**config.mk**
```make
export PLATFORM = sky130hd
export DESIGN_NAME = tcfc_timer_channel
export DESIGN_NICKNAME = d
export VERILOG_FILES = /design/src/include/tcfc_pkg.sv /design/src/rtl/tcfc_timer_channel.sv
export SDC_FILE = /design/constraint.sdc
export NUM_CORES = 1
export LEC_CHECK = 0
export BUFFER_PORTS_ARGS = -buffer_cell sky130_fd_sc_hd__clkbuf_2
export CAP_MARGIN = 20
export CORE_MARGIN = 2
export CORE_UTILIZATION = 40
export DETAILED_ROUTE_END_ITERATION = 8
export GPL_TIMING_DRIVEN = 1
export SLEW_MARGIN = 20
export SYNTH_ARGS = -nofsm -noshare
export SYNTH_HDL_FRONTEND = slang
export SYNTH_SLANG_ARGS = --single-unit
export TNS_END_PERCENT = 50
```
**constraint.sdc**
```tcl
create_clock -name sys_clk -period 4.6 [get_ports sys_clk]
set_input_delay 0.92 -clock sys_clk [delete_from_list [all_inputs] [get_ports sys_clk]]
set_output_delay 0.92 -clock sys_clk [all_outputs]
set_load 0.005 [all_outputs]
```
**src/include/tcfc_pkg.sv**
```systemverilog
/*
 * tcfc_pkg: register map, field positions, reset values and encodings for the
 * timer capture and flip-flop control channel.
 * Assumes a 32-bit word-addressed register bus with byte addresses.
 */
package tcfc_pkg;
    // register byte offsets
    localparam logic [5:0] OFS_ENABLE = 6'h00;
    localparam logic [5:0] OFS_RUN = 6'h04;
    localparam logic [5:0] OFS_MODE = 6'h0c;
    localparam logic [5:0] OFS_FLOP = 6'h10;
    localparam logic [5:0] OFS_STATUS = 6'h14;
    localparam logic [5:0] OFS_MASK = 6'h18;
    localparam logic [5:0] OFS_COUNT = 6'h1c;
    localparam logic [5:0] OFS_CMP0 = 6'h20;
    localparam logic [5:0] OFS_CMP1 = 6'h24;
    localparam logic [5:0] OFS_CAP0 = 6'h28;
    localparam logic [5:0] OFS_CAP1 = 6'h2c;

    // field positions
    localparam int BIT_ENABLE = 7;
    localparam int BIT_PRESC_RUN = 2;
    localparam int BIT_COUNT_RUN = 0;
    localparam int BIT_SW_CAPTURE = 5;
    localparam int POS_EDGE_SEL = 3;
    localparam int BIT_CLEAR_EN = 2;
    localparam int POS_CLK_SEL = 0;
    localparam int BIT_CAP1_TGL = 5;
    localparam int BIT_CAP0_TGL = 4;
    localparam int BIT_MATCH1_TGL = 3;
    localparam int BIT_MATCH0_TGL = 2;
    localparam int POS_FLOP_CMD = 0;
    localparam int BIT_ST_OVF = 2;
    localparam int BIT_ST_MATCH1 = 1;
    localparam int BIT_ST_MATCH0 = 0;

    // fixed read-back patterns
    localparam logic [7:0] FLOP_FIXED_ONES = 8'hc3;
    localparam logic [7:0] MODE_FIXED_ONES = 8'h20;

    // reset values
    localparam logic [3:0] RST_FLOP_EN = 4'h0;
    localparam logic [1:0] RST_EDGE_SEL = 2'h0;
    localparam logic [1:0] RST_CLK_SEL = 2'h0;
    localparam logic [15:0] RST_WORD = 16'h0000;

    // prescaler tap masks
    localparam logic [3:0] PRESC_DIV4_MASK = 4'h3;
    localparam logic [3:0] PRESC_DIV16_MASK = 4'hf;

    typedef enum logic [1:0] {
        EDGE_OFF = 2'b00,
        EDGE_PINS = 2'b01,
        EDGE_PIN0_BOTH = 2'b10,
        EDGE_SIBLING = 2'b11
    } tcfc_edge_type;

    typedef enum logic [1:0] {
        CLK_PIN0 = 2'b00,
        CLK_DIV1 = 2'b01,
        CLK_DIV4 = 2'b10,
        CLK_DIV16 = 2'b11
    } tcfc_clk_type;

    typedef enum logic [1:0] {
        CMD_INVERT = 2'b00,
        CMD_SET = 2'b01,
        CMD_CLEAR = 2'b10,
        CMD_NONE = 2'b11
    } tcfc_cmd_type;
endpackage

```
**src/rtl/tcfc_timer_channel.sv**
```systemverilog
/*
 * tcfc_timer_channel: one 16-bit up-counting timer channel with capture mode
 * control, match clearing and a timer flip-flop, behind an Avalon-MM slave.
 * Assumes pins timerInputZero, timerInputOne and siblingMatchOutput are
 * asynchronous to sys_clk and are held at least two clocks per level.
 */
// The Avalon-MM slave port and the register addresses are this design's own decisions.
`timescale 1ns/1ps
module tcfc_timer_channel
    import tcfc_pkg::*;
(
    // clock and reset
    input wire logic sys_clk,
    input wire logic rst,
    // avalon-mm slave
    input wire logic [5:0] address,
    input wire logic read,
    input wire logic write,
    input wire logic [31:0] writedata,
    output logic [31:0] readdata,
    output logic waitrequest,
    // pins
    input wire logic timerInputZero,
    input wire logic timerInputOne,
    input wire logic siblingMatchOutput,
    output logic timerOut,
    output logic irq
);
    logic [2:0] pinMeta_q;
    logic [2:0] pinSync_q;
    logic [2:0] pinPrev_q;
    logic enable_q;
    logic prescRun_q;
    logic countRun_q;
    logic [1:0] edgeSel_q;
    logic match1ClearEnable_q;
    logic [1:0] clkSel_q;
    logic [3:0] flopEn_q;
    logic [2:0] status_q;
    logic [2:0] mask_q;
    logic [15:0] counter_q;
    logic [15:0] cmp0_q;
    logic [15:0] cmp1_q;
    logic [15:0] cap0_q;
    logic [15:0] cap1_q;
    logic [3:0] presc_q;
    logic timerFlop_q;
    logic waitReq_q;
    logic [31:0] readData_q;
    logic irq_q;
    logic [31:0] readData_d;
    logic access;
    logic wrAccept;
    logic rdAccept;
    logic regOpen;
    logic countTick;
    logic match0;
    logic match1;
    logic overflow;
    logic cap0Load;
    logic cap1Load;
    logic hwCap0;
    logic hwCap1;
    logic swCapture;
    logic toggle;
    logic [2:0] rise;
    logic [2:0] fall;

    // helper for register write decode
    function automatic logic hit(input logic [5:0] adr, input logic [5:0] ofs);
        hit = (adr[5:2] == ofs[5:2]);
    endfunction

    // bus phases: answer one cycle after the request, write at the acknowledge edge
    assign access = (read | write) & ~waitReq_q;
    assign wrAccept = write & ~waitReq_q;
    assign rdAccept = read & ~waitReq_q;
    assign regOpen = enable_q;

    // two-flop synchronisers, then a third stage for edge detection
    always_ff @(posedge sys_clk or posedge rst) begin
        if (rst) begin
            pinMeta_q <= 3'h0;
            pinSync_q <= 3'h0;
            pinPrev_q <= 3'h0;
        end else begin
            pinMeta_q <= {siblingMatchOutput, timerInputOne, timerInputZero};
            pinSync_q <= pinMeta_q;
            pinPrev_q <= pinSync_q;
        end
    end
    assign rise = pinSync_q & ~pinPrev_q;
    assign fall = ~pinSync_q & pinPrev_q;

    // prescaler, stopped and cleared when its run bit is low
    always_ff @(posedge sys_clk or posedge rst) begin
        if (rst) begin
            presc_q <= 4'h0;
        end else if (!enable_q) begin
            presc_q <= presc_q;
        end else if (!prescRun_q) begin
            presc_q <= 4'h0;
        end else begin
            presc_q <= presc_q + 4'h1;
        end
    end

    // count clock source selection
    always_comb begin
        unique case (tcfc_clk_type'(clkSel_q))
            CLK_PIN0: countTick = rise[0];
            CLK_DIV1: countTick = prescRun_q;
            CLK_DIV4: countTick = prescRun_q & ((presc_q & PRESC_DIV4_MASK) == PRESC_DIV4_MASK);
            CLK_DIV16: countTick = prescRun_q & (presc_q == PRESC_DIV16_MASK);
        endcase
    end

    // match and overflow events, one per counter tick
    assign match0 = enable_q & countRun_q & countTick & (counter_q == cmp0_q);
    assign match1 = enable_q & countRun_q & countTick & (counter_q == cmp1_q);
    assign overflow = enable_q & countRun_q & countTick & (counter_q == 16'hffff) & ~(match1 & match1ClearEnable_q);

    // up-counter with optional clear on compare one
    always_ff @(posedge sys_clk or posedge rst) begin
        if (rst) begin
            counter_q <= RST_WORD;
        end else if (!enable_q) begin
            counter_q <= counter_q;
        end else if (!countRun_q) begin
            counter_q <= RST_WORD;
        end else if (match1 && match1ClearEnable_q) begin
            counter_q <= RST_WORD;
        end else if (countTick) begin
            counter_q <= counter_q + 16'h0001;
        end
    end

    // capture triggers by edge select mode
    always_comb begin
        hwCap0 = 1'b0;
        hwCap1 = 1'b0;
        unique case (tcfc_edge_type'(edgeSel_q))
            EDGE_OFF: begin
                hwCap0 = 1'b0;
                hwCap1 = 1'b0;
            end
            EDGE_PINS: begin
                hwCap0 = rise[0];
                hwCap1 = rise[1];
            end
            EDGE_PIN0_BOTH: begin
                hwCap0 = rise[0];
                hwCap1 = fall[0];
            end
            EDGE_SIBLING: begin
                hwCap0 = rise[2];
                hwCap1 = fall[2];
            end
        endcase
    end
    assign swCapture = wrAccept & regOpen & hit(address, OFS_MODE) & ~writedata[BIT_SW_CAPTURE];
    assign cap0Load = enable_q & (hwCap0 | swCapture);
    assign cap1Load = enable_q & hwCap1;

    // capture registers
    always_ff @(posedge sys_clk or posedge rst) begin
        if (rst) begin
            cap0_q <= RST_WORD;
            cap1_q <= RST_WORD;
        end else begin
            if (cap0Load) begin
                cap0_q <= counter_q;
            end
            if (cap1Load) begin
                cap1_q <= counter_q;
            end
        end
    end

    // parity of all enabled capture and match triggers in this cycle, software capture included
    assign toggle = (cap1Load & flopEn_q[3])
        ^ (cap0Load & flopEn_q[2])
        ^ (match1 & flopEn_q[1])
        ^ (match0 & flopEn_q[0]);

    // timer flop: software set or clear wins, software invert joins the parity
    always_ff @(posedge sys_clk or posedge rst) begin
        if (rst) begin
            timerFlop_q <= 1'b0;
        end else if (wrAccept && regOpen && hit(address, OFS_FLOP)) begin
            unique case (tcfc_cmd_type'(writedata[POS_FLOP_CMD +: 2]))
                CMD_INVERT: timerFlop_q <= ~timerFlop_q ^ toggle;
                CMD_SET: timerFlop_q <= 1'b1;
                CMD_CLEAR: timerFlop_q <= 1'b0;
                CMD_NONE: timerFlop_q <= timerFlop_q ^ toggle;
            endcase
        end else begin
            timerFlop_q <= timerFlop_q ^ toggle;
        end
    end

    // enable register, always reachable
    always_ff @(posedge sys_clk or posedge rst) begin
        if (rst) begin
            enable_q <= 1'b0;
        end else if (wrAccept && hit(address, OFS_ENABLE)) begin
            enable_q <= writedata[BIT_ENABLE];
        end
    end

    // control registers, reachable only while enabled
    always_ff @(posedge sys_clk or posedge rst) begin
        if (rst) begin
            prescRun_q <= 1'b0;
            countRun_q <= 1'b0;
            edgeSel_q <= RST_EDGE_SEL;
            match1ClearEnable_q <= 1'b0;
            clkSel_q <= RST_CLK_SEL;
            flopEn_q <= RST_FLOP_EN;
            mask_q <= 3'h0;
            cmp0_q <= RST_WORD;
            cmp1_q <= RST_WORD;
        end else if (wrAccept && regOpen) begin
            if (hit(address, OFS_RUN)) begin
                prescRun_q <= writedata[BIT_PRESC_RUN];
                countRun_q <= writedata[BIT_COUNT_RUN];
            end
            if (hit(address, OFS_MODE)) begin
                edgeSel_q <= writedata[POS_EDGE_SEL +: 2];
                match1ClearEnable_q <= writedata[BIT_CLEAR_EN];
                clkSel_q <= writedata[POS_CLK_SEL +: 2];
            end
            if (hit(address, OFS_FLOP)) begin
                flopEn_q <= writedata[BIT_MATCH0_TGL +: 4];
            end
            if (hit(address, OFS_MASK)) begin
                mask_q <= writedata[2:0];
            end
            if (hit(address, OFS_CMP0)) begin
                cmp0_q <= writedata[15:0];
            end
            if (hit(address, OFS_CMP1)) begin
                cmp1_q <= writedata[15:0];
            end
        end
    end

    // sticky flags: set regardless of mask, cleared by status read or write-one, set wins
    always_ff @(posedge sys_clk or posedge rst) begin
        if (rst) begin
            status_q <= 3'h0;
        end else begin
            status_q <= (status_q
                & ~((rdAccept && regOpen && hit(address, OFS_STATUS)) ? 3'h7 : 3'h0)
                & ~((wrAccept && regOpen && hit(address, OFS_STATUS)) ? writedata[2:0] : 3'h0))
                | {overflow, match1, match0};
        end
    end

    // level interrupt from unmasked flags
    always_ff @(posedge sys_clk or posedge rst) begin
        if (rst) begin
            irq_q <= 1'b0;
        end else begin
            irq_q <= |(status_q & mask_q);
        end
    end

    // read multiplexer
    always_comb begin
        readData_d = 32'h0000_0000;
        if (hit(address, OFS_ENABLE)) begin
            readData_d[BIT_ENABLE] = enable_q;
        end else if (regOpen) begin
            unique case (address[5:2])
                OFS_RUN[5:2]: begin
                    readData_d[BIT_PRESC_RUN] = prescRun_q;
                    readData_d[BIT_COUNT_RUN] = countRun_q;
                end
                OFS_MODE[5:2]: begin
                    readData_d[7:0] = MODE_FIXED_ONES;
                    readData_d[POS_EDGE_SEL +: 2] = edgeSel_q;
                    readData_d[BIT_CLEAR_EN] = match1ClearEnable_q;
                    readData_d[POS_CLK_SEL +: 2] = clkSel_q;
                end
                OFS_FLOP[5:2]: begin
                    readData_d[7:0] = FLOP_FIXED_ONES;
                    readData_d[BIT_MATCH0_TGL +: 4] = flopEn_q;
                end
                OFS_STATUS[5:2]: readData_d[2:0] = status_q;
                OFS_MASK[5:2]: readData_d[2:0] = mask_q;
                OFS_COUNT[5:2]: readData_d[15:0] = counter_q;
                OFS_CMP0[5:2]: readData_d[15:0] = cmp0_q;
                OFS_CMP1[5:2]: readData_d[15:0] = cmp1_q;
                OFS_CAP0[5:2]: readData_d[15:0] = cap0_q;
                OFS_CAP1[5:2]: readData_d[15:0] = cap1_q;
                default: readData_d = 32'h0000_0000;
            endcase
        end
    end

    // waitrequest: low for exactly one cycle per request
    always_ff @(posedge sys_clk or posedge rst) begin
        if (rst) begin
            waitReq_q <= 1'b1;
            readData_q <= 32'h0000_0000;
        end else if (access) begin
            waitReq_q <= 1'b1;
        end else if (read || write) begin
            waitReq_q <= 1'b0;
            readData_q <= readData_d;
        end
    end

    // outputs
    assign readdata = readData_q;
    assign waitrequest = waitReq_q;
    assign timerOut = timerFlop_q;
    assign irq = irq_q;

    // assertions
    AST_SWCAP: assert property (@(posedge sys_clk) disable iff (rst)
        swCapture |=> cap0_q == $past(counter_q))
        else $error("software capture did not load capture zero");
    AST_NOCAP: assert property (@(posedge sys_clk) disable iff (rst)
        (edgeSel_q == EDGE_OFF && !swCapture) |=> $stable(cap0_q) && $stable(cap1_q))
        else $error("capture taken with edge select off");
    AST_PINS: assert property (@(posedge sys_clk) disable iff (rst)
        (enable_q && edgeSel_q == EDGE_PINS && rise[1]) |=> cap1_q == $past(counter_q))
        else $error("pin one rising did not capture");
    AST_FALL: assert property (@(posedge sys_clk) disable iff (rst)
        (enable_q && edgeSel_q == EDGE_PIN0_BOTH && fall[0]) |=> cap1_q == $past(counter_q))
        else $error("pin zero falling did not capture");
    AST_SIB: assert property (@(posedge sys_clk) disable iff (rst)
        (enable_q && edgeSel_q == EDGE_SIBLING && rise[2]) |=> cap0_q == $past(counter_q))
        else $error("sibling rising did not capture");
    AST_CLEAR: assert property (@(posedge sys_clk) disable iff (rst)
        (match1 && match1ClearEnable_q) |=> counter_q == 16'h0000)
        else $error("counter not cleared on compare one");
    AST_NOCLEAR: assert property (@(posedge sys_clk) disable iff (rst)
        (match1 && !match1ClearEnable_q && countRun_q) |=> counter_q == $past(counter_q) + 16'h0001)
        else $error("counter cleared without clear enable");
    AST_DIV16: assert property (@(posedge sys_clk) disable iff (rst)
        (enable_q && clkSel_q == CLK_DIV16 && countTick) |=> !countTick)
        else $error("divide by 16 ticked twice in a row");
    AST_TGL: assert property (@(posedge sys_clk) disable iff (rst)
        (match1 && flopEn_q[1] && !match0 && !cap0Load && !cap1Load && !wrAccept) |=> timerOut != $past(timerOut))
        else $error("match one did not invert the flop");
    AST_SET: assert property (@(posedge sys_clk) disable iff (rst)
        (wrAccept && regOpen && hit(address, OFS_FLOP) && writedata[1:0] == CMD_SET) |=> timerOut)
        else $error("set command did not set the flop");
    AST_HOLD: assert property (@(posedge sys_clk) disable iff (rst)
        !enable_q |=> $stable(counter_q) && $stable(cmp0_q) && $stable(cap1_q))
        else $error("disabled channel changed state");
    AST_FLAG: assert property (@(posedge sys_clk) disable iff (rst)
        match0 |=> status_q[BIT_ST_MATCH0])
        else $error("match zero flag lost");
    AST_ACK: assert property (@(posedge sys_clk) disable iff (rst)
        (read || write) && waitReq_q |=> !waitReq_q)
        else $error("slave did not answer in one cycle");
    COV_CAP: cover property (@(posedge sys_clk) disable iff (rst) cap1Load && flopEn_q[3]);
    COV_CLR: cover property (@(posedge sys_clk) disable iff (rst) match1 && match1ClearEnable_q);
    COV_IRQ: cover property (@(posedge sys_clk) disable iff (rst) irq_q ##1 !irq_q);
endmodule // tcfc_timer_channel

```
======== After elaboration in Yosys (flattened, before gate mapping) ========
Cells that the tools add are included.
storage, ports and cells
  register bits ........................... 146
  input bits .............................. 45
  output and inout bits ................... 35
cells by class
  $add $sub $neg .......................... 2
  eq/ne operators ......................... 25
  multiplexer cells ....................... 22
  bitwise logic cells ..................... 43
  reduce and logical (&&, ||, !) cells .... 23
operator list
  operator               count
  $mux 16                4
  $pmux 8 s5             1
  $pmux 5 s7             1
  $eq 16x16->1           2
  $mux 24                1
  $and 1x1->1            21
  $eq 4x4->1 const B     5
  $pmux 1 s10            2
  $add 16x1->16 const B  1
  $eq 16x16->1 const B   1
  $eq 4x3->1 const B     4
  $reduce_and 2->1       8
  $and 3x3->3            5
  $eq 2x2->1 const B     7
  $not 3->3              4
  $pmux 1 s4             3
  $pmux 1 s9             1
  $logic_and 1x1->1      7
  $mux 7                 1
  $eq 2x1->1 const B     3
  $logic_not 2->1        3
  $mux 3                 2
  $not 1->1              5
  $xor 1x1->1            5
  other kinds (14)       18

======== Logic depth before layout (Yosys ltp) ========
Gate-level depths: netlist of run 1.
  word-level depth ........................ 14
  gate-level depth with buffers ........... 10

======== Worst setup path before layout of run 1 ========
No wires, ideal clock.
  path type ............................... input to register
  start ................................... input address[4]
  end ..................................... register timerFlop_q, in the netlist timerOut
  arrival time ............................ 2501 ps
  data required time ...................... 4521 ps
  slack ................................... 2020 ps
  cell stages on the path ................. 9
  path buffers ............................ 2
  path through ............................ buf_2 -> nor2_4 -> nand4_4 -> o22a_1 -> buf_6 -> nand2b_4 -> xnor3_1 -> xor2_1 -> mux2i_1
between the ends
  cells in the longest elaborated chain, start to end .. 12
  elaborated cells on any way between the ends .. 15
ends and longest elaborated chain
  item                            RTL line                                                                         text
  from (decl)                     tcfc_timer_channel.sv:16                                                         input wire logic [5:0] address,
  $eq 4x2->1                      tcfc_timer_channel.sv:71                                                         hit = (adr[5:2] == ofs[5:2]);
  $and 1x1->1 (2 in series)       tcfc_timer_channel.sv:161                                                        assign swCapture = wrAccept & regOpen & hit(address, OFS_MODE) & ~writedata[BIT_SW_CAPTURE];
  $or 1x1->1                      tcfc_timer_channel.sv:162                                                        assign cap0Load = enable_q & (hwCap0 | swCapture);
  $and 1x1->1                     tcfc_timer_channel.sv:162
  $and 1x1->1                     tcfc_timer_channel.sv:182                                                        ^ (cap0Load & flopEn_q[2])
  $xor 1x1->1                     tcfc_timer_channel.sv:182
  $xor 1x1->1                     tcfc_timer_channel.sv:183                                                        ^ (match1 & flopEn_q[1])
  $xor 1x1->1                     tcfc_timer_channel.sv:184                                                        ^ (match0 & flopEn_q[0]);
  $xor 1x1->1 (on tied branches)  tcfc_timer_channel.sv:195, tcfc_timer_channel.sv:198, tcfc_timer_channel.sv:192
  $pmux 1 s4                      tcfc_timer_channel.sv:191                                                        unique case (tcfc_cmd_type'(writedata[POS_FLOP_CMD +: 2]))
  $mux 1 *                        tcfc_timer_channel.sv:190                                                        end else if (wrAccept && regOpen && hit(address, OFS_FLOP)) begin
  to (signal assigned)            tcfc_timer_channel.sv:192                                                        CMD_INVERT: timerFlop_q <= ~timerFlop_q ^ toggle;
  to (signal assigned)            tcfc_timer_channel.sv:195                                                        CMD_NONE: timerFlop_q <= timerFlop_q ^ toggle;
  to (signal assigned)            tcfc_timer_channel.sv:198                                                        timerFlop_q <= timerFlop_q ^ toggle;
  to (decl)                       tcfc_timer_channel.sv:47                                                         logic timerFlop_q;
Every way passes the cells marked *; elsewhere a longest branch is shown, timed or not.
A chain may end at the register's enable or synchronous reset.

======== Worst setup path after layout of run 1 ========
  start ................................... register counter_q[13]
  end ..................................... register counter_q[13]
between the ends
  cells in the longest elaborated chain, start to end .. 5
  elaborated cells on any way between the ends .. 9
ends and longest elaborated chain
  item                                                   RTL line                   text
  from (decl)                                            tcfc_timer_channel.sv:41   logic [15:0] counter_q;
  from (signal assigned)                                 tcfc_timer_channel.sv:128  counter_q <= counter_q;
  from (signal assigned)                                 tcfc_timer_channel.sv:134  counter_q <= counter_q + 16'h0001;
  branches (longest 5 deep; another with $add 16x1->16)  n/a
Parallel ways; which one is timed is not known. The select of a mux whose other input is x is not followed.

==> impl_metrics.prom, run 1 <==
# TYPE chip_impl_metric gauge
chip_impl_metric{name="post-cts-setup-buffers",unit=""} 0
chip_impl_metric{name="timing.final.max_slew_violations",unit=""} 0
chip_impl_info{name="synth_largest_area_cell",value="sky130_fd_sc_hd__dfrtp_1"} 1
chip_impl_metric{name="multi_input_gate_area",unit="um^2"} 3169
chip_impl_metric{name="antenna_violations_before_repair",unit=""} 0
chip_impl_metric{name="timing.setup.tns",unit="ns"} 0
chip_impl_metric{name="synth_cell_type_count",unit=""} 62
chip_impl_metric{name="dieHeight",unit="um"} 133.9
chip_impl_metric{name="setup_viol",unit=""} 0
chip_impl_metric{name="sequential_cell_area",unit="um^2"} 3254
chip_impl_metric{name="route.antenna.remaining_nets",unit=""} 0
chip_impl_metric{name="placementRows",unit=""} 47
chip_impl_info{name="synth_top_family_by_area",value="multiplexers"} 1
chip_impl_info{name="critPathKind",value="reg2reg"} 1
chip_impl_metric{name="cts-resized-gates",unit=""} 0
chip_impl_metric{name="design.final.nets",unit=""} 707
chip_impl_metric{name="grt_pass1_wl",unit="um"} 27630
chip_impl_metric{name="n_antenna_cell",unit=""} 0
chip_impl_metric{name="synth_compound_gate_area_share",unit=""} 0.1235
chip_impl_metric{name="coreArea",unit="um^2"} 16520
chip_impl_metric{name="area_growth_syn_to_layout",unit="%"} 14.73
chip_impl_metric{name="critical_path_arrival",unit="ns"} 3.22
chip_impl_info{name="setup.worst_path.start_class",value="flop"} 1
chip_impl_metric{name="worstPathRequired",unit="ns"} 4.86
chip_impl_metric{name="hold_buffers",unit=""} 0
chip_impl_metric{name="multiplexer_share_of_the_synthesized_area",unit=""} 0.1588
chip_impl_metric{name="viasPerCell",unit=""} 5.521
chip_impl_metric{name="routed_wirelength",unit="um"} 17270
chip_impl_metric{name="flop_pwr_share",unit=""} 0.414
chip_impl_metric{name="power_density",unit="nW/um^2"} 423.0
chip_impl_metric{name="period_share",unit=""} 0.6434
chip_impl_metric{name="synth_edf_count",unit=""} 0
chip_impl_metric{name="port_buffers",unit=""} 45
chip_impl_metric{name="clk_latency",unit="ns"} 0.42
chip_impl_metric{name="synth.ff_latch_count",unit=""} 130
chip_impl_metric{name="power_switching",unit="mW"} 0.8462
chip_impl_info{name="hold_path.class",value="reg2reg"} 1
chip_impl_metric{name="fraction_of_registers_with_async_set_reset",unit=""} 1.000
chip_impl_metric{name="ir_worst_vdd",unit="V"} 0.0003119
chip_impl_metric{name="worst_pin_slew",unit="ns"} 0.9911
chip_impl_metric{name="die_x",unit="um"} 133.9
chip_impl_metric{name="timing.final.ws_setup",unit="ns"} 1.641
chip_impl_metric{name="p_leak",unit="nW"} 3.622
chip_impl_metric{name="top_level_ports",unit=""} 80
chip_impl_metric{name="grt_max_degree",unit=""} 78
chip_impl_info{name="leading_post_synthesis_cells_by_instance_count",value="129 x sky130_fd_sc_hd__dfrtp_1, 76 x sky130_fd_sc_hd__mux2_2, 53 x sky130_fd_sc_hd__nand2_1"} 1
chip_impl_metric{name="grt_util_all_layers",unit=""} 0.2044
chip_impl_metric{name="p_total",unit="mW"} 3.273
chip_impl_metric{name="synthXorXnorAreaFrac",unit=""} 0.05398
chip_impl_metric{name="area_of_the_mapped_netlist",unit="um^2"} 6745
chip_impl_info{name="post-synth-top-count-cell",value="sky130_fd_sc_hd__dfrtp_1"} 1
chip_impl_metric{name="timing.final.hold_violations",unit=""} 0
chip_impl_info{name="tritoncts",value="yes"} 1
chip_impl_info{name="synth_flop_cell",value="sky130_fd_sc_hd__dfrtp_1"} 1
chip_impl_metric{name="post_synthesis_cell_count",unit=""} 624
chip_impl_metric{name="start_util",unit=""} 0.4082
chip_impl_metric{name="drt_first_iter_violations",unit=""} 477
chip_impl_metric{name="layout-drive-gt1-share",unit=""} 0.2631
chip_impl_metric{name="place.gp.congestion",unit=""} 0.8757
chip_impl_metric{name="internal_power",unit="mW"} 2.427
chip_impl_metric{name="post_drt_wl_per_cell",unit="um"} 19.43
chip_impl_metric{name="yosysWarnings",unit=""} 0
chip_impl_metric{name="timing.max_cap.violations",unit=""} 0
chip_impl_info{name="grt_setup_unrepaired",value="false"} 1
chip_impl_metric{name="worst-path-max-fanout",unit=""} 12
chip_impl_metric{name="clock_sinks",unit=""} 130
chip_impl_metric{name="synth-adder-area-share",unit=""} 0.01113
chip_impl_metric{name="power_switching_share",unit=""} 0.2585
chip_impl_metric{name="clk_path_buf_depth",unit=""} 2
chip_impl_metric{name="drtPass1Iterations",unit=""} 8
chip_impl_metric{name="synth_simple_gate_area_frac",unit=""} 0.1135
chip_impl_info{name="synth_area_leaders",value="sky130_fd_sc_hd__dfrtp_1 48%, sky130_fd_sc_hd__mux2_2 13%, sky130_fd_sc_hd__o21ai_0 3.2%"} 1
chip_impl_info{name="cts.root.buffer_cell",value="sky130_fd_sc_hd__clkbuf_16"} 1
chip_impl_metric{name="dr_total_vias",unit=""} 4908
chip_impl_metric{name="clkPwrFrac",unit=""} 0.453
chip_impl_metric{name="cts_made_buffers",unit=""} 17
chip_impl_metric{name="yosys.area.top_type_share",unit=""} 0.4786
chip_impl_metric{name="timing.clock.skew",unit="ns"} 0.004865
chip_impl_metric{name="fp.dieArea",unit="um^2"} 17920
chip_impl_info{name="outcome",value="finished, final reports clean"} 1
chip_impl_metric{name="worst_relative_slew_slack",unit=""} 0.3392
chip_impl_metric{name="overflow",unit=""} 0
chip_impl_info{name="endpoint_kind",value="flop"} 1
chip_impl_metric{name="vias_in_the_first_global_route",unit=""} 4959
chip_impl_metric{name="fill_cells",unit=""} 1499
chip_impl_metric{name="max_clock_freq",unit="GHz"} 0.3379
chip_impl_metric{name="cts.htree.levels",unit=""} 4
chip_impl_metric{name="place_worst_setup_slack",unit="ns"} 1.429
chip_impl_metric{name="route.detailed.drc",unit=""} 0
chip_impl_metric{name="final_period_minus_worst_setup_slack",unit="ns"} 2.959
chip_impl_metric{name="clkTransAtPathRegs",unit="ns"} 0.06
chip_impl_metric{name="part_of_the_yosys_area_used_for_sequential_elements",unit=""} 0.4825
chip_impl_metric{name="post_dp_hpwl",unit="um"} 11980
chip_impl_metric{name="syn-mean-instance-area",unit="um^2"} 10.81
chip_impl_metric{name="power.share.combinational",unit=""} 0.133
through the flow:
stage	hold slack (ns)	std cells	util	instance area [um^2]
2_1_floorplan	0.3312	639	-	6802
3_3_place_gp	0.3336	856	0.4271	7058
3_5_place_dp	0.3434	856	0.4271	7058
4_1_cts	0.3512	888	0.4666	7711
5_1_grt	0.3551	889	0.4683	7739
6_report	0.3487	889	0.4683	7739
path summary, 6_finish.rpt:
| kind | cells after the start | from | endpoint | slack [ns] |
|---|---|---|---|---|
| worst min-delay path | 0 | pinMeta_q[0]$_DFF_PP0_ | pinSync_q[0]$_DFF_PP0_ | 0.35 |
| min in group asynchronous | 2 | rst | irq$_DFF_PP0_ | 0.44 |
| max in group asynchronous | 4 | rst | cmp0_q[15]$_DFFE_PP0P_ | 3.19 |
| worst max-delay path | 6 | counter_q[13]$_DFFE_PP0P_ | counter_q[13]$_DFFE_PP0P_ | 1.64 |
| worst min register to register | 0 | pinMeta_q[0]$_DFF_PP0_ | pinSync_q[0]$_DFF_PP0_ | 0.35 |
| worst max register to register | 6 | counter_q[13]$_DFFE_PP0P_ | counter_q[13]$_DFFE_PP0P_ | 1.64 |
per-layer routing:
layer,routed length (um),GRT usage,vias to the layer above,part of all wire
met1,7401,0.2704,2423,0.43
met3,1069,0.04044,28,0.062
met5,0,0,-,0
met2,8476,0.3322,187,0.49
li1,-,-,2270,-
met4,326,0.08038,0,0.019
state kept, by name, summed over array words and instances, names as in the netlist, 2 cells and up:
register,count
cmp0_q,16
readdata,16
status_q,3
presc_q,4
cmp1_q,16
edgeSel_q,2
pinPrev_q,3
pinMeta_q,3
counter_q,16
cap1_q,16
clkSel_q,2
cap0_q,16
pinSync_q,3
mask_q,3
flopEn_q,4
worst max-delay path, stage by stage (launching register included):
cell                      delay, ns
sky130_fd_sc_hd__dfrtp_1       0.47
sky130_fd_sc_hd__xnor2_1       0.30
sky130_fd_sc_hd__nand4_1       0.19
sky130_fd_sc_hd__nor4_2        0.64
sky130_fd_sc_hd__nand3_1       0.23
sky130_fd_sc_hd__a21oi_1       0.83
sky130_fd_sc_hd__nor3_1        0.14
layout by cell type, fill, tap and decap left out, types with 4 or more instances in the layout:
cell	count
sky130_fd_sc_hd__a211oi_1	4
sky130_fd_sc_hd__a21oi_1	18
sky130_fd_sc_hd__a22o_1	15
sky130_fd_sc_hd__a22oi_1	17
sky130_fd_sc_hd__buf_4	11
sky130_fd_sc_hd__bufinv_16	5
sky130_fd_sc_hd__clkbuf_16	17
sky130_fd_sc_hd__clkbuf_2	45
sky130_fd_sc_hd__clkinv_2	4
sky130_fd_sc_hd__conb_1	16
sky130_fd_sc_hd__dfrtp_1	129
sky130_fd_sc_hd__ha_1	6
sky130_fd_sc_hd__inv_1	12
sky130_fd_sc_hd__mux2_2	76
sky130_fd_sc_hd__mux2i_1	17
sky130_fd_sc_hd__nand2_1	53
sky130_fd_sc_hd__nand2b_1	4
sky130_fd_sc_hd__nand3_1	23
sky130_fd_sc_hd__nand4_1	9
sky130_fd_sc_hd__nor2_1	28
sky130_fd_sc_hd__nor2b_1	6
sky130_fd_sc_hd__nor3_1	7
sky130_fd_sc_hd__nor4_1	4
sky130_fd_sc_hd__o21ai_0	43
sky130_fd_sc_hd__or3_1	5
sky130_fd_sc_hd__xnor2_1	19
sky130_fd_sc_hd__xor2_1	20
power by group through the flow:
stage                     Combinational [mW]  Sequential [mW]  Clock, mW
after global routing                   0.477             1.37       1.56
after detailed placement               0.428             1.37          0
after floorplan                        0.353             1.31          0
after CTS                              0.432             1.35       1.50
after global placement                 0.420             1.37          0
final                                  0.436             1.36       1.48
kinds of logic (layout without fill, tap and decap cells):
family | Yosys count | count (layout)
adder cells (fa/ha/maj) | 6 | 6
AND/OR/NAND/NOR | 153 | 153
other | 1 | 16
AO/OA/AOI/OAI | 127 | 127
flip-flops | 130 | 130
buffers and inverters | 72 | 102
multiplexers | 95 | 95
XOR/XNOR | 40 | 40
cell type report:
cell class              count  area share
clock inverters            10     0.02312
well taps                 220     0.03557
multi-input cells         437      0.4095
repair buffers             57     0.04333
clock buffers              22     0.06128
flip-flops and latches    130      0.4205
inverters                  13    0.006629
Power figures use the tool's default switching activity.
==> inputs of run 2 (changes only) <==
--- a/config.mk
+++ b/config.mk
@@ -5,6 +5,7 @@
 export SDC_FILE = /design/constraint.sdc
 export NUM_CORES = 1
 export LEC_CHECK = 0
+export ABC_AREA = 1
 export BUFFER_PORTS_ARGS = -buffer_cell sky130_fd_sc_hd__clkbuf_2
 export CAP_MARGIN = 20
 export CORE_MARGIN = 2
==> constraint.sdc (replaced) <==
create_clock -name sys_clk -period 3 [get_ports sys_clk]
set_input_delay 0.6 -clock sys_clk [delete_from_list [all_inputs] [get_ports sys_clk]]
set_output_delay 0.6 -clock sys_clk [all_outputs]
set_load 0.005 [all_outputs]
==> run 2 against run 1 <==
Net effect: sequential share of layout area fell by 1.0 points; clock skew increased by 0.0014 ns; non-clock buffer count increased by 7; die area up 2.1%; sequential cell count stayed put; setup slack got worse by 0.64 ns; sequential power rose by 44%; synthesized cell count rose by 44%; highest routed layer unchanged; final area rose by 2.5%; critical path type unchanged; clock-buffer cell count shrank 2; cell count grew 34%; critical endpoint is now counter_q[5]$_DFFE_PP0P_; utilization increased by 0.64 points.
==> impl_metrics.prom, run 2 <==
# TYPE chip_impl_metric gauge
chip_impl_metric{name="power_density",unit="nW/um^2"} 575.4
chip_impl_info{name="hold-path-endpoint",value="pinMeta_q[1]$_DFF_PP0_"} 1
chip_impl_metric{name="grt_util_all_layers",unit=""} 0.2173
chip_impl_metric{name="coreArea",unit="um^2"} 16700
chip_impl_info{name="critPathKind",value="reg2reg"} 1
chip_impl_info{name="regToRegStartpoint",value="counter_q[12]$_DFFE_PP0P_"} 1
chip_impl_info{name="hold_start",value="timerInputOne"} 1
chip_impl_metric{name="max_clock_freq",unit="GHz"} 0.5001
chip_impl_metric{name="synth_edf_count",unit=""} 0
chip_impl_metric{name="finalCoreUtilization",unit=""} 0.4748
chip_impl_info{name="grt_setup_unrepaired",value="false"} 1
chip_impl_metric{name="syn-mean-instance-area",unit="um^2"} 7.656
chip_impl_metric{name="area_of_the_mapped_netlist",unit="um^2"} 6890
chip_impl_metric{name="route.detailed.drc",unit=""} 0
chip_impl_info{name="hold_path.class",value="in2reg"} 1
chip_impl_metric{name="timing.final.hold_violations",unit=""} 0
chip_impl_metric{name="vias_in_the_first_global_route",unit=""} 5423
chip_impl_metric{name="post_drt_wl_per_cell",unit="um"} 15.95
chip_impl_metric{name="area_growth_syn_to_layout",unit="%"} 15.07
chip_impl_metric{name="multi_input_gate_area",unit="um^2"} 2983
chip_impl_metric{name="clk_path_buf_depth",unit=""} 2
chip_impl_metric{name="overflow",unit=""} 0
chip_impl_metric{name="p_leak",unit="nW"} 3.806
chip_impl_metric{name="layout-drive-gt1-share",unit=""} 0.1395
chip_impl_info{name="outcome",value="finished, final reports clean"} 1
chip_impl_metric{name="place.gp.congestion",unit=""} 0.8705
chip_impl_metric{name="route.antenna.remaining_nets",unit=""} 0
chip_impl_metric{name="yosys.area.top_type_share",unit=""} 0.4685
chip_impl_metric{name="worst-path-buf-inv",unit=""} 1
chip_impl_metric{name="cts.htree.levels",unit=""} 4
chip_impl_metric{name="timing.final.max_slew_violations",unit=""} 0
chip_impl_metric{name="ir_worst_vdd",unit="V"} 0.0003901
chip_impl_metric{name="dr_total_vias",unit=""} 5988
chip_impl_metric{name="cts_made_buffers",unit=""} 17
chip_impl_metric{name="top_level_ports",unit=""} 80
chip_impl_metric{name="placementRows",unit=""} 47
chip_impl_metric{name="worst_relative_slew_slack",unit=""} 0.5009
chip_impl_metric{name="design.final.nets",unit=""} 1007
chip_impl_metric{name="timing.max_cap.violations",unit=""} 0
chip_impl_metric{name="hold_ws",unit="ns"} 0.2743
chip_impl_metric{name="final_period_minus_worst_setup_slack",unit="ns"} 2.000
chip_impl_metric{name="worst_pin_slew",unit="ns"} 0.7471
chip_impl_metric{name="port_buffers",unit=""} 45
chip_impl_metric{name="drtPass1Iterations",unit=""} 7
chip_impl_metric{name="die_x",unit="um"} 135.2
chip_impl_metric{name="setup_viol",unit=""} 0
chip_impl_info{name="timing.rr.end",value="counter_q[5]$_DFFE_PP0P_"} 1
chip_impl_metric{name="part_of_the_yosys_area_used_for_sequential_elements",unit=""} 0.4723
chip_impl_metric{name="period_share",unit=""} 0.6666
chip_impl_metric{name="synth.ff_latch_count",unit=""} 130
chip_impl_metric{name="r2r.worst_path.cells",unit=""} 11
chip_impl_info{name="endpoint_kind",value="flop"} 1
chip_impl_info{name="critical-path-top-cell-by-count",value="sky130_fd_sc_hd__nand2_1"} 1
chip_impl_info{name="synth_flop_cell",value="sky130_fd_sc_hd__dfrtp_1"} 1
chip_impl_metric{name="timing.hold.worst_path_depth",unit=""} 1
chip_impl_metric{name="post-cts-setup-buffers",unit=""} 0
chip_impl_metric{name="grt_pass1_wl",unit="um"} 30080
chip_impl_info{name="synth_largest_area_cell",value="sky130_fd_sc_hd__dfrtp_1"} 1
chip_impl_metric{name="clock_sinks",unit=""} 130
chip_impl_info{name="tritoncts",value="yes"} 1
chip_impl_metric{name="r2r_setup_slack",unit="ns"} 1.00
chip_impl_info{name="synth_area_leaders",value="sky130_fd_sc_hd__dfrtp_1 47%, sky130_fd_sc_hd__nand2_1 16%, sky130_fd_sc_hd__o21ai_0 8.1%"} 1
chip_impl_metric{name="crit_path_max_incr_delay",unit="ns"} 0.50
chip_impl_metric{name="viasPerCell",unit=""} 5.040
chip_impl_metric{name="clkTransAtPathRegs",unit="ns"} 0.06
chip_impl_metric{name="drt_first_iter_violations",unit=""} 536
chip_impl_info{name="setup.worst_path.start_class",value="flop"} 1
chip_impl_metric{name="worstPathRequired",unit="ns"} 3.31
chip_impl_info{name="leading_post_synthesis_cells_by_instance_count",value="288 x sky130_fd_sc_hd__nand2_1, 129 x sky130_fd_sc_hd__dfrtp_1, 111 x sky130_fd_sc_hd__o21ai_0"} 1
chip_impl_metric{name="timing.setup.tns",unit="ns"} 0
chip_impl_metric{name="post_synthesis_cell_count",unit=""} 900
chip_impl_info{name="post-synth-top-count-cell",value="sky130_fd_sc_hd__nand2_1"} 1
chip_impl_metric{name="antenna_violations_before_repair",unit=""} 0
chip_impl_metric{name="worst-path-max-fanout",unit=""} 7
chip_impl_metric{name="fp.dieArea",unit="um^2"} 18290
chip_impl_metric{name="start_util",unit=""} 0.4126
chip_impl_info{name="layout_commonest_cell",value="sky130_fd_sc_hd__nand2_1"} 1
chip_impl_metric{name="synth_cell_type_count",unit=""} 48
chip_impl_metric{name="cts-resized-gates",unit=""} 0
chip_impl_info{name="layout.cells.most_common_list",value="288 x sky130_fd_sc_hd__nand2_1, 129 x sky130_fd_sc_hd__dfrtp_1, 111 x sky130_fd_sc_hd__o21ai_0"} 1
chip_impl_metric{name="timing.clock.skew",unit="ns"} 0.006262
chip_impl_metric{name="fraction_of_registers_with_async_set_reset",unit=""} 1.000
chip_impl_info{name="path_delay_family",value="simple AND/OR/NAND/NOR gates"} 1
chip_impl_metric{name="critical_path_arrival",unit="ns"} 2.31
chip_impl_metric{name="yosysWarnings",unit=""} 0
chip_impl_metric{name="hold_buffers",unit=""} 0
chip_impl_metric{name="routed_wirelength",unit="um"} 18940
chip_impl_metric{name="n_antenna_cell",unit=""} 0
chip_impl_metric{name="p_total",unit="mW"} 4.563
chip_impl_metric{name="dieHeight",unit="um"} 135.2
chip_impl_metric{name="fill_cells",unit=""} 1701
chip_impl_metric{name="sequential_cell_area",unit="um^2"} 3254
chip_impl_metric{name="post_dp_hpwl",unit="um"} 13550
chip_impl_info{name="worst_path_slowest_cell",value="sky130_fd_sc_hd__dfrtp_1"} 1
chip_impl_metric{name="clk_latency",unit="ns"} 0.43
chip_impl_metric{name="grt_max_degree",unit=""} 69
chip_impl_info{name="cts.root.buffer_cell",value="sky130_fd_sc_hd__clkbuf_16"} 1
chip_impl_info{name="path_cells",value="inv_2 -> nand2_1 -> nand2_1 -> nor2_1 -> nand2_1 -> nor2_2 -> nand3_2 -> nor2_4 -> nor2_4 -> nor2_8 -> nor3b_1"} 1
[run 2: area by class of cell]
cell class / count / area share
Sequential cell: 130 / 0.4104
Multi-Input combinational cell: 618 / 0.3762
Inverter: 125 / 0.05997
Clock buffer: 20 / 0.05634
Timing Repair Buffer: 64 / 0.04797
Tap cell: 220 / 0.03472
Clock inverter: 11 / 0.01436
[run 2: kinds of logic (layout without fill, tap and decap cells)]
family	Yosys count	after routing	share of synthesized area
simple gates	411	411	0.2579
compound gates	179	179	0.1478
buf+inv	167	220	0.1030
flops	130	130	0.4723
fa+ha+maj	6	6	0.01089
xor+xnor	6	6	0.007627
other cells	1	16	0.0005442
[run 2: stage by stage]
step	instances	instance area, um^2	worst slack [ns]
6_report	1188	7929	1.000
3_5_place_dp	1157	7368	0.6997
3_3_place_gp	1157	7368	0.7366
2_1_floorplan	915	6950	0.7916
5_1_grt	1188	7929	0.8243
4_1_cts	1188	7929	0.9861
[run 2: layer usage]
layer	GRT usage	vias up	wire length (um)
met2	0.3125	174	8096
met5	0	-	0
met4	0.06655	0	222
met1	0.3312	2807	9335
li1	-	2991	-
met3	0.04003	16	1289
[run 2: how the worst max path moves through the flow]
| stage | start | endpoint | slack [ns] | depth (start not counted) |
|---|---|---|---|---|
| after floorplan | rst | cap0_q[0]$_DFFE_PP0N_ | 0.79 | 1 |
| after global placement | address[4] | readdata[4]$_DFFE_PP0P_ | 0.74 | 10 |
| after detailed placement | address[5] | cmp1_q[2]$_DFFE_PP0P_ | 0.70 | 10 |
| after CTS | counter_q[12]$_DFFE_PP0P_ | counter_q[12]$_DFFE_PP0P_ | 0.99 | 11 |
| after global routing | counter_q[12]$_DFFE_PP0P_ | timerOut$_DFF_PP0_ | 0.82 | 14 |
| final | counter_q[12]$_DFFE_PP0P_ | counter_q[5]$_DFFE_PP0P_ | 1.00 | 11 |
[run 2: report_power, final]
| group | internal (mW) | total [mW] | leakage [nW] | switching, mW |
|---|---|---|---|---|
| Combinational | 0.191 | 0.609 | 1.77 | 0.418 |
| Clock | 1.23 | 2.00 | 0.275 | 0.769 |
| Sequential | 1.85 | 1.96 | 1.76 | 0.103 |
==> inputs of run 3 (changes only) <==
==> constraint.sdc (replaced) <==
create_clock -name sys_clk -period 2 [get_ports sys_clk]
set_input_delay 0.4 -clock sys_clk [delete_from_list [all_inputs] [get_ports sys_clk]]
set_output_delay 0.4 -clock sys_clk [all_outputs]
set_load 0.005 [all_outputs]
==> run 3 against run 2 <==
Net effect: cell count is 2.9% higher; critical path depth is 2 higher; final area increased by 4.2%.
==> impl_metrics.prom, run 3 (synthesis gave the netlist of run 2 again) <==
# TYPE chip_impl_metric gauge
chip_impl_metric{name="post_dp_hpwl",unit="um"} 13870
chip_impl_info{name="critPathKind",value="reg2reg"} 1
chip_impl_metric{name="die_x",unit="um"} 135.2
chip_impl_metric{name="route.detailed.drc",unit=""} 0
chip_impl_metric{name="timing.max_cap.violations",unit=""} 0
chip_impl_metric{name="timing.setup.tns",unit="ns"} 0
chip_impl_metric{name="grt_util_all_layers",unit=""} 0.2193
chip_impl_metric{name="timing.hold.worst_path_depth",unit=""} 1
chip_impl_metric{name="port_buffers",unit=""} 45
chip_impl_metric{name="clk_latency",unit="ns"} 0.42
chip_impl_metric{name="coreArea",unit="um^2"} 16700
chip_impl_metric{name="cts.htree.levels",unit=""} 4
chip_impl_metric{name="finalCoreUtilization",unit=""} 0.4948
chip_impl_info{name="layout_commonest_cell",value="sky130_fd_sc_hd__nand2_1"} 1
chip_impl_metric{name="top_level_ports",unit=""} 80
chip_impl_info{name="hold_path.class",value="in2reg"} 1
chip_impl_metric{name="grt_max_degree",unit=""} 95
chip_impl_metric{name="setup_viol",unit=""} 0
chip_impl_metric{name="dp_cells",unit=""} 1189
chip_impl_metric{name="n_antenna_cell",unit=""} 0
chip_impl_metric{name="clock_sinks",unit=""} 130
chip_impl_metric{name="final_period_minus_worst_setup_slack",unit="ns"} 1.871
chip_impl_metric{name="worst_pin_slew",unit="ns"} 0.5257
chip_impl_metric{name="hold_buffers",unit=""} 0
chip_impl_metric{name="worstPathRequired",unit="ns"} 2.32
chip_impl_metric{name="area_growth_syn_to_layout",unit="%"} 19.94
chip_impl_metric{name="routed_wirelength",unit="um"} 19050
chip_impl_info{name="layout.cells.most_common_list",value="288 x sky130_fd_sc_hd__nand2_1, 124 x sky130_fd_sc_hd__dfrtp_1, 111 x sky130_fd_sc_hd__o21ai_0"} 1
chip_impl_metric{name="timing.clock.skew",unit="ns"} 0.007086
chip_impl_metric{name="met3RoutedLength",unit="um"} 1566
chip_impl_metric{name="dieHeight",unit="um"} 135.2
chip_impl_metric{name="drt_first_iter_violations",unit=""} 612
chip_impl_info{name="outcome",value="finished, final reports clean"} 1
chip_impl_info{name="maxUsedRoutingLayer",value="met4"} 1
chip_impl_metric{name="place_worst_setup_slack",unit="ns"} 0.1106
chip_impl_metric{name="layout-drive-gt1-share",unit=""} 0.1775
chip_impl_metric{name="power_density",unit="nW/um^2"} 829.2
chip_impl_info{name="hold_start",value="timerInputOne"} 1
chip_impl_metric{name="detail_route.wirelength.met1",unit="um"} 9190
chip_impl_metric{name="detailroute.wirelength.met2",unit="um"} 7901
chip_impl_info{name="worst_path_slowest_cell",value="sky130_fd_sc_hd__dfrtp_1"} 1
chip_impl_metric{name="antenna_violations_before_repair",unit=""} 0
chip_impl_metric{name="worst-path-max-fanout",unit=""} 5
chip_impl_metric{name="vias_in_the_first_global_route",unit=""} 5605
chip_impl_info{name="regToRegStartpoint",value="counter_q[13]$_DFFE_PP0P_"} 1
chip_impl_info{name="path_cells",value="buf_4 -> nand2_1 -> nand2_1 -> nor2b_1 -> nand2_1 -> nor2_1 -> nand4_1 -> nand2_1 -> nand2_1 -> nand2_1 -> nand2_1 -> nand2_1 -> nand2_1"} 1
chip_impl_metric{name="grt_pass1_wl",unit="um"} 30330
chip_impl_metric{name="crit_path_max_incr_delay",unit="ns"} 0.46
chip_impl_info{name="startpoint",value="counter_q[13]$_DFFE_PP0P_"} 1
chip_impl_metric{name="timing.final.ws_setup",unit="ns"} 0.1286
chip_impl_info{name="critical-path-top-cell-by-count",value="sky130_fd_sc_hd__nand2_1"} 1
chip_impl_metric{name="hold_ws",unit="ns"} 0.07909
chip_impl_metric{name="critical_path_arrival",unit="ns"} 2.19
chip_impl_metric{name="start_util",unit=""} 0.4126
chip_impl_metric{name="max_clock_freq",unit="GHz"} 0.5344
chip_impl_metric{name="worst_relative_slew_slack",unit=""} 0.6495
chip_impl_metric{name="viasPerCell",unit=""} 5.007
chip_impl_info{name="tritoncts",value="yes"} 1
chip_impl_metric{name="fp.dieArea",unit="um^2"} 18290
chip_impl_metric{name="place.gp.congestion",unit=""} 0.8863
chip_impl_metric{name="ir_worst_vdd",unit="V"} 0.0005712
chip_impl_metric{name="cts_made_buffers",unit=""} 17
chip_impl_metric{name="r2r.worst_path.cells",unit=""} 13
chip_impl_metric{name="design.final.nets",unit=""} 1042
chip_impl_info{name="grt_setup_unrepaired",value="false"} 1
chip_impl_info{name="setup.worst_path.start_class",value="flop"} 1
chip_impl_metric{name="post_drt_wl_per_cell",unit="um"} 15.58
chip_impl_metric{name="placementRows",unit=""} 47
chip_impl_metric{name="overflow",unit=""} 0
chip_impl_metric{name="timing.final.max_slew_violations",unit=""} 0
chip_impl_metric{name="drtPass1Iterations",unit=""} 6
chip_impl_metric{name="clkTransAtPathRegs",unit="ns"} 0.06
chip_impl_metric{name="final_cells",unit=""} 1223
chip_impl_info{name="cts.root.buffer_cell",value="sky130_fd_sc_hd__clkbuf_16"} 1
chip_impl_metric{name="p_leak",unit="nW"} 3.991
chip_impl_metric{name="route.antenna.remaining_nets",unit=""} 0
chip_impl_info{name="endpoint_kind",value="flop"} 1
chip_impl_metric{name="clk_path_buf_depth",unit=""} 2
chip_impl_metric{name="dr_total_vias",unit=""} 6124
chip_impl_metric{name="period_share",unit=""} 0.9357
chip_impl_metric{name="timing.final.hold_violations",unit=""} 0
==> run 3: worst paths after layout <==
| check | slack, ns | endpoint |
|---|---|---|
| max | 0.13 | timerOut$_DFF_PP0_ |
| min | 0.08 | pinMeta_q[1]$_DFF_PP0_ |
| max reg2reg | 0.13 | timerOut$_DFF_PP0_ |
| min reg2reg | 0.35 | pinSync_q[0]$_DFF_PP0_ |
| max in group asynchronous | 1.47 | cmp0_q[0]$_DFFE_PP0P_ |
| min in group asynchronous | 0.11 | readdata[14]$_DFFE_PP0P_ |
==> run 3: critical path, delay by kind of cell, from the launching register on <==
kind | cells | cell delay [ns]
DFF | 1 | 0.46
and+or+nand+nor | 12 | 1.15
buffers and inverters | 1 | 0.16
==> run 3: area by class of cell <==
cell class,instances,area [um^2]
Tap cell,220,275.3
Fill cell,1646,8437
Clock buffer,22,474.2
Clock inverter,9,82.58
Sequential cell,130,3261
Timing Repair Buffer,99,705.7
Multi-Input combinational cell,618,2990
Inverter,125,475.5
==> run 3: repair_timing <==
item / in CTS / in global routing
resized for setup: 0 / 8
setup endpoints to repair: 0 / 8
setup buffers: 0 / 3
==> run 3: metrics by stage <==
stage                     cell area [um^2]  power (mW)
final                                 8264       6.852
after global routing                  8264       7.138
after CTS                             8228       6.900
after detailed placement              7671       3.973
after global placement                7671       3.959
after floorplan                       6950       3.587
==> run 3: report_power, final <==
part	total [mW]	switching, mW	leakage [nW]	internal [mW]
Combinational	1.01	0.666	1.96	0.348
Sequential	2.92	0.138	1.76	2.78
Clock	2.92	1.13	0.272	1.79
==> run 3: per-layer routing <==
metal / global-route usage / up-vias
met1: 0.3330 / 2804
li1: - / 3058
met2: 0.3091 / 231
met4: 0.08102 / 0
met5: 0 / -
met3: 0.04190 / 31
